[config.mk]
export PLATFORM = sky130hd
export DESIGN_NAME = tmr_core
export DESIGN_NICKNAME = d
export VERILOG_FILES = /design/src/core/tmr_pkg.sv /design/src/core/tmr_core.sv
export SDC_FILE = /design/constraint.sdc
export NUM_CORES = 1
export LEC_CHECK = 0
export BUFFER_PORTS_ARGS = -buffer_cell sky130_fd_sc_hd__buf_4
export CORE_UTILIZATION = 53
export DETAILED_ROUTE_END_ITERATION = 10
export PLACE_DENSITY = 0.77
export SLEW_MARGIN = 40
export SYNTH_ARGS = -nofsm -noshare
export SYNTH_HDL_FRONTEND = slang
export SYNTH_SLANG_ARGS = --single-unit
[constraint.sdc]
create_clock -name ref_clk_i -period 2.6 [get_ports ref_clk_i]
set_input_delay 0.13 -clock ref_clk_i [delete_from_list [all_inputs] [get_ports ref_clk_i]]
set_output_delay 0.13 -clock ref_clk_i [all_outputs]
set_load 0.01 [all_outputs]
[src/core/tmr_pkg.sv]
// Purpose: shared constants and carriers for the 8-bit timer block
// Assumes: Avalon-MM slave, 32-bit data, byte addresses
// Notes: every register takes one aligned word; data in the low byte
package tmr_pkg;
  // ----------------------------------------
  // Register map
  // ----------------------------------------
  localparam logic [4:0] ADDR_MODE = 5'h00;
  localparam logic [4:0] ADDR_COUNT = 5'h04;
  localparam logic [4:0] ADDR_RELOAD = 5'h08;
  localparam logic [4:0] ADDR_CTRL = 5'h0C;
  // Control register fields
  localparam int CTRL_FLAG_BIT = 0;
  localparam int CTRL_IEN_BIT = 1;
  localparam int CTRL_FAST_BIT = 3;
  // ----------------------------------------
  // Reset values and timing
  // ----------------------------------------
  localparam logic [7:0] RST_BYTE = 8'h00;
  localparam logic [7:0] CNT_FULL = 8'hFF;
  localparam logic [7:0] TOP_64 = 8'h3F;
  localparam logic [7:0] TOP_32 = 8'h1F;
  localparam logic [7:0] TOP_16 = 8'h0F;
  localparam logic [7:0] SLOW_MASK = 8'hFF;
  localparam logic [7:0] FAST_MASK = 8'h7F;
  localparam logic [7:0] IRQ_VECTOR = 8'h08;
  localparam int CPU_DIV_DEF = 4;
  localparam logic [31:0] UNMAPPED_DATA = 32'h0000_0000;
  // ----------------------------------------
  // Carriers
  // ----------------------------------------
  typedef struct packed {
    logic enable;
    logic [2:0] rate;
    logic ext_src;
    logic auto_reload;
    logic buzzer;
    logic pwm;
  } tmr_mode_t;
  typedef struct packed {
    logic read;
    logic write;
    logic [4:0] address;
    logic [3:0] byteenable;
    logic [31:0] writedata;
  } tmr_av_req_t;
endpackage : tmr_pkg

[src/core/tmr_core.sv]
// Purpose: 8-bit up timer/event counter with reload, PWM and buzzer
// Assumes: one 25 MHz clock; fast oscillator tick equals the clock
// Notes: instruction clock is the clock divided by CPU_DIV
//
// Contract
// - Eight-bit up counter, readable count value
// - Count one per selected clock, 256 steps
// - Hold when count enable clear, else count
// - Overflow FF to 00 sets sticky flag
// - Enabled overflow raises interrupt to vector 8
// - Auto-reload loads count from reload value
// - Reload value double buffered until overflow
// - Reload bit decides; PWM forces reload on
// - External source select counts event pin pulses
// - Slow source: instruction clock /256 down to /2
// - Fast source: oscillator /128 down to /1
// - Event mode ignores prescale select field
// - Buzzer toggles each overflow, half rate
// - Prescale, bits and reload shape PWM
// - Green mode keeps running, never wakes system
// - PWM boundary 256, 64, 32, 16 by bits
// - Buzzer only without PWM; else pin GPIO
// - Event mode suppresses event pin interrupt
`timescale 1ns/1ps
module tmr_core #(
  parameter int CPU_DIV = tmr_pkg::CPU_DIV_DEF
) (
  input wire logic ref_clk_i,
  input wire logic rst_i,
  input wire tmr_pkg::tmr_av_req_t av_req_i,
  output logic [31:0] av_readdata_o,
  output logic av_waitrequest_o,
  input wire logic event_input_pin_i,
  input wire logic green_mode_i,
  output logic pwm_buzzer_pin_o,
  output logic pwm_buzzer_pin_oe_o,
  output logic irq_o,
  output logic [7:0] irq_vector_o,
  output logic wake_req_o,
  output logic event_irq_suppress_o
);
  import tmr_pkg::*;

  // ----------------------------------------
  // Elaboration check
  // ----------------------------------------
  if (CPU_DIV < 1 || CPU_DIV > 256)
  begin : g_bad_div
    $error("CPU_DIV must lie in 1..256");
  end

  // ----------------------------------------
  // State
  // ----------------------------------------
  tmr_mode_t mode_q;
  logic [7:0] count_value_q, count_value_d;
  logic [7:0] reload_buf_q, reload_act_q;
  logic overflow_flag_q, overflow_irq_enable_q, fast_clock_select_q;
  logic [7:0] cpu_div_q, pre_q;
  logic [2:0] evt_sync_q;
  logic buzz_q, pwm_q, pin_q, pin_oe_q;
  logic rd_vld_q;
  logic [31:0] rdata_q;

  // ----------------------------------------
  // Bus decode
  // ----------------------------------------
  wire wr_lo = av_req_i.write && av_req_i.byteenable[0];
  wire wr_mode = wr_lo && av_req_i.address == ADDR_MODE;
  wire wr_count = wr_lo && av_req_i.address == ADDR_COUNT;
  wire wr_reload = wr_lo && av_req_i.address == ADDR_RELOAD;
  wire wr_ctrl = wr_lo && av_req_i.address == ADDR_CTRL;
  wire [7:0] wbyte = av_req_i.writedata[7:0];
  // Flag clears only when software writes a zero there
  wire flag_clr = wr_ctrl && !wbyte[CTRL_FLAG_BIT];

  // Reads answer one cycle later; writes never wait
  assign av_waitrequest_o = av_req_i.read && !rd_vld_q;
  assign av_readdata_o = rdata_q;

  // Reload value is write-only, so it reads as zero
  wire [31:0] rd_mux =
    av_req_i.address == ADDR_MODE ? {24'h00_0000, mode_q} :
    av_req_i.address == ADDR_COUNT ? {24'h00_0000, count_value_q} :
    av_req_i.address == ADDR_CTRL ?
      {28'h000_0000, fast_clock_select_q, 1'b0,
       overflow_irq_enable_q, overflow_flag_q} :
    UNMAPPED_DATA;

  // ----------------------------------------
  // Clock sources and prescaler
  // ----------------------------------------
  localparam logic [7:0] CPU_LAST = 8'(CPU_DIV - 1);
  wire cpu_tick = cpu_div_q == CPU_LAST;
  wire base_tick = fast_clock_select_q ? 1'b1 : cpu_tick;
  // Mask shrinks by one bit per code step
  wire [7:0] pre_mask = fast_clock_select_q ? (FAST_MASK >> mode_q.rate)
                                            : (SLOW_MASK >> mode_q.rate);
  wire int_tick = base_tick && ((pre_q & pre_mask) == pre_mask);
  // Rising edge on the synchronised pin; first stage read only by second
  wire evt_edge = evt_sync_q[1] && !evt_sync_q[2];
  wire src_tick = mode_q.ext_src ? evt_edge : int_tick;
  wire tick = mode_q.enable && src_tick;

  // ----------------------------------------
  // Overflow boundary and reload
  // ----------------------------------------
  wire [7:0] pwm_top = !mode_q.auto_reload ?
                       (mode_q.buzzer ? TOP_64 : CNT_FULL) :
                       (mode_q.buzzer ? TOP_16 : TOP_32);
  wire [7:0] top = mode_q.pwm ? pwm_top : CNT_FULL;
  wire ovf = tick && count_value_q == top;
  wire reload_on = mode_q.pwm || mode_q.auto_reload;
  wire buzz_eff = mode_q.buzzer && !mode_q.pwm;

  // Next count: software write wins, then overflow, then step
  always_comb
  begin
    count_value_d = count_value_q;
    if (wr_count)
      count_value_d = wbyte;
    else if (ovf)
      count_value_d = reload_on ? reload_buf_q : RST_BYTE;
    else if (tick)
      count_value_d = 8'(count_value_q + 8'h01);
  end

  // ----------------------------------------
  // Registers
  // ----------------------------------------
  // Divider and prescaler run freely, so rate changes take effect fast
  always_ff @(posedge ref_clk_i)
  begin
    if (rst_i)
    begin
      cpu_div_q <= RST_BYTE;
      pre_q <= RST_BYTE;
      evt_sync_q <= 3'b000;
    end
    else
    begin
      cpu_div_q <= cpu_tick ? RST_BYTE : 8'(cpu_div_q + 8'h01);
      if (base_tick)
        pre_q <= 8'(pre_q + 8'h01);
      evt_sync_q <= {evt_sync_q[1:0], event_input_pin_i};
    end
  end

  // Software-visible state; all clear at reset
  always_ff @(posedge ref_clk_i)
  begin
    if (rst_i)
    begin
      mode_q <= '0;
      count_value_q <= RST_BYTE;
      reload_buf_q <= RST_BYTE;
      overflow_flag_q <= 1'b0;
      overflow_irq_enable_q <= 1'b0;
      fast_clock_select_q <= 1'b0;
    end
    else
    begin
      if (wr_mode)
        mode_q <= wbyte;
      count_value_q <= count_value_d;
      if (wr_reload)
        reload_buf_q <= wbyte;
      // Set wins over a clear in the same cycle
      overflow_flag_q <= ovf || (overflow_flag_q && !flag_clr);
      if (wr_ctrl)
      begin
        overflow_irq_enable_q <= wbyte[CTRL_IEN_BIT];
        fast_clock_select_q <= wbyte[CTRL_FAST_BIT];
      end
    end
  end

  // Active duty copy moves only at overflow or while stopped
  always_ff @(posedge ref_clk_i)
  begin
    if (rst_i)
      reload_act_q <= RST_BYTE;
    else if (ovf || !mode_q.enable)
      reload_act_q <= reload_buf_q;
  end

  // ----------------------------------------
  // Waveforms and pin
  // ----------------------------------------
  // PWM restarts high while stopped so the first period is whole
  always_ff @(posedge ref_clk_i)
  begin
    if (rst_i)
    begin
      buzz_q <= 1'b0;
      pwm_q <= 1'b1;
      pin_q <= 1'b0;
      pin_oe_q <= 1'b0;
    end
    else
    begin
      if (ovf && buzz_eff)
        buzz_q <= !buzz_q;
      if (!mode_q.enable || ovf)
        pwm_q <= 1'b1;
      else if (count_value_q == reload_act_q)
        pwm_q <= 1'b0;
      pin_q <= mode_q.pwm ? pwm_q : buzz_q;
      pin_oe_q <= mode_q.pwm || buzz_eff;
    end
  end

  // Read data captured the cycle the read arrives
  always_ff @(posedge ref_clk_i)
  begin
    if (rst_i)
    begin
      rd_vld_q <= 1'b0;
      rdata_q <= UNMAPPED_DATA;
    end
    else
    begin
      rd_vld_q <= av_req_i.read && !rd_vld_q;
      if (av_req_i.read)
        rdata_q <= rd_mux;
    end
  end

  // ----------------------------------------
  // Outputs
  // ----------------------------------------
  // Green mode does not change counting; it never raises a wake
  assign pwm_buzzer_pin_o = pin_q;
  assign pwm_buzzer_pin_oe_o = pin_oe_q;
  assign irq_o = overflow_flag_q && overflow_irq_enable_q;
  assign irq_vector_o = IRQ_VECTOR;
  assign wake_req_o = green_mode_i && 1'b0;
  assign event_irq_suppress_o = mode_q.ext_src;
endmodule : tmr_core

==> flow_metrics.py <==
metrics = {
    "status": {
        "outcome": "finished with violations",
        "violations": "design-rule violations, negative hold slack",
    },
    "cts": {
        "worstSkewPairLatency_ps": 350,
        "cts_setup_buffers": 0,
        "root_buffer": "clkbuf_8",
        "tritoncts": "done",
        "clockBufferDepth": 2,
        "path_clk_slew_ps": 70,
        "cts_max_level": 3,
        "ctsHoldBuffers": 0,
        "cts_sinks": 67,
        "ctsResizeCount": 0,
        "cts_buffers": 9,
    },
    "finish": {
        "layout.nets": 487,
        "nFillCells": 546,
        "final_util_pct": 62.1,
        "drive_above_1_share_pct": 18.3,
        "area.growth.synth_to_final_pct": 11.9,
        "antenna_cells": 0,
    },
    "placement": {
        "dp_hpwl_um": 5310,
        "io_buffers": 31,
        "gp_congestion": 0.884,
        "place_ws_ps": 374,
    },
    "power_and_ir_drop": {
        "clock_power_share_pct": 45.4,
        "power_density_nw_per_um2": 576,
        "switching_share_pct": 23.5,
        "seqPwrFrac_pct": 46.5,
        "p_leak_nw": 1.65,
        "share_comb_of_total_power_pct": 8.1,
        "switchingPower_mw": 0.539,
        "power_mw": 2.30,
        "irDropWorstVdd_uv": 239,
        "internal-power_mw": 1.76,
    },
    "floorplan": {
        "start_util_pct": 55.5,
        "fp.coreArea_sq_um": 6420,
        "io_pins": 93,
        "die_area_sq_um": 7060,
        "die_height_um": 84.0,
        "die_w_um": 84.0,
        "rows": 29,
    },
    "setup_path": {
        "cp-end-kind": "register",
        "crit_buf_inv": 1,
        "r2r_slack_ps": 360,
        "slowest_delay_ps": 530,
        "required_ps": 2820,
        "worst_ep_arrival_time_ps": 2460,
        "cp_max_fo": 9,
        "worst-r2r-cell-count": 7,
        "rr_startpoint": "count_value_q[7]",
        "worst_path_max_delay_cell": "or4b_1",
        "critPathTopFamily": "compound AO/OA/AOI/OAI gates",
        "startpoint_type": "register",
        "worstSetupPathType": "reg -> reg",
        "path_cells": "or4b_1 -> o22ai_2 -> o211ai_2 -> o311ai_2 -> buf_4 -> mux2i_1 -> nor2_1",
        "r2r_end": "reload_act_q[5]",
    },
    "yosys": {
        "syn-cell-area_sq_um": 3560,
        "ys_seq_area_share_pct": 37.6,
        "ys_warn_count": 0,
        "synth_top_area_share_pct": 37.6,
        "synth-edff-count": 0,
        "synthArstFlopShare_pct": 0,
        "synth.distinct_cells": 54,
        "synth_ff_type": "dfxtp_1",
        "netlist_instances": 406,
        "ys_seq_elements": 67,
        "yosysTopAreaCell": "dfxtp_1",
        "avgSynthCellArea_sq_um": 8.78,
        "yosys-top-cells-area": "dfxtp_1, mux2i_1, buf_4, nor2_1, xor2_1",
    },
    "worst_hold_path": {
        "worstHoldPathCells": 2,
        "hold_path_class": "in -> reg",
        "hold_start": "event_input_pin_i",
        "min_to": "evt_sync_q[0]",
    },
    "global_routing": {
        "gr-total-overflow": 0,
        "first_global_vias": 2656,
        "grt_usage_pct": 23.0,
        "grt_first_pass_wirelength_um": 12900,
        "grt_start_max_net_pins": 66,
        "antenna_found_initial": 0,
    },
    "run": {
        "cap_violations": 0,
    },
    "timing": {
        "fin_ws_ps": 361,
        "fin_tns_setup_ps": 0,
        "finalHoldViolations": 1,
        "hold_slack_ps": -0.582,
        "max_slew.worst_pin.slew_ps": 645,
        "fmax_mhz": 447,
        "rsz0062_at_grt": "no",
        "max_slew_margin_pct": 57.0,
        "setup_viol": 0,
        "finClkSkew_ps": 8.76,
        "slew_viol_final": 0,
        "post-route-period-util_pct": 86.1,
        "finalCriticalPeriod_ps": 2240,
    },
    "detailed_routing": {
        "drtPass1Iterations": 8,
        "drc_errors": 15,
        "wl_um": 7580,
        "vias": 2879,
        "via_per_inst": 5.55,
        "wire_per_inst_um": 14.6,
        "ant_nets": 0,
        "first_iter_violations": 202,
    },
}
[registers in the layout (all words and copies together), names as in the netlist, 3 cells and up]
signal	cells
av_readdata_o	8
pre_q	8
count_value_q	8
reload_act_q	8
mode_q	7
reload_buf_q	8
cpu_div_q	8
evt_sync_q	3
[cells in the final DEF (no fill, tap or decap), types with 5 or more instances in the layout]
master and count:
nand3_1 19, a31oi_1 5, clkbuf_8 9, dfxtp_1 67, and3_1 9, nor2b_1 7
mux2i_1 28, nand2_1 22, or2_2 7, nor3_1 6, mux2_2 5, a21oi_1 14
buf_4 42, xnor2_1 12, nor2_1 58, conb_1 33, o21ai_0 8, xor2_1 16
nand2b_1 6
[final cells by class]
cell class | count | area, sq um | share of cell area [%]
sequential | 67 | 1340 | 33.6
clock buffer | 9 | 124 | 3.11
clock inverter | 7 | 116 | 2.92
multi-input combinational | 315 | 1990 | 49.8
tap | 77 | 96.3 | 2.42
timing repair buffer | 42 | 315 | 7.91
inverter | 2 | 7.51 | 0.188
[worst max-delay path by stage]
stage	cells after the start	startpoint	slack (ps)	end
after detailed placement	7	count_value_q[7]	370	reload_act_q[5]
after floorplan	8	count_value_q[6]	600	reload_act_q[7]
final	7	count_value_q[7]	360	reload_act_q[5]
after CTS	7	count_value_q[7]	340	reload_act_q[5]
after global placement	7	count_value_q[7]	410	reload_act_q[1]
after global routing	7	count_value_q[1]	140	reload_act_q[0]
[stage by stage]
stage	instance area (sq um)	instances	hold WS [ps]
detailed placement	3750	503	359
CTS	3990	519	1.22
finish	3990	519	-0.582
global placement	3750	503	357
floorplan	3680	437	258
global route	3990	519	12.0
[layer usage]
metal	GRT usage (%)	vias to the layer above	part of all wire (%)
met1	30.0	1346	46
met5	0	-	0
met3	3.07	11	5.1
li1	-	1421	-
met2	37.6	101	47
met4	10.8	0	2.0
[power by group through the flow]
stage          combinational, mW  sequential (mW)  clock [mW]
2_1_floorplan              0.166             1.08           0
3_3_place_gp               0.181             1.09           0
3_5_place_dp               0.184             1.09           0
4_1_cts                    0.185             1.07        1.05
5_1_grt                    0.204             1.07        1.10
6_report                   0.186             1.07        1.04
[cell usage after synthesis, drive strengths merged, types with 6 or more instances]
master   n
a21oi   14
and3     9
buf     42
clkbuf  11
dfxtp   67
mux2i   28
nand2   22
nand2b   6
nand3   19
nor2    58
nor2b    7
nor3     9
o21ai    8
or2      7
xnor2   12
xor2    16
[worst register-to-register path: stages, from the launching register on]
cell and delay (ps):
dfxtp_1 310, or4b_1 530, o22ai_2 200, o211ai_2 210
o311ai_2 330, buf_4 260, mux2i_1 220, nor2_1 50
[logic make-up (layout without fill, tap and decap cells)]
| group | count (synthesis) | count (layout) | share of synthesized area [%] |
|---|---|---|---|
| adder cells (fa/ha/maj) | 5 | 5 | 1.62 |
| multiplexers | 33 | 33 | 9.45 |
| XOR/XNOR | 28 | 28 | 6.88 |
| buffers and inverters | 55 | 60 | 9.87 |
| flip-flops | 67 | 67 | 37.6 |
| AND/OR/NAND/NOR | 154 | 154 | 21.6 |
| AO/OA/AOI/OAI | 62 | 62 | 12.8 |
| other | 2 | 33 | 0.211 |
No activity file was read; power rests on OpenSTA's default activity.
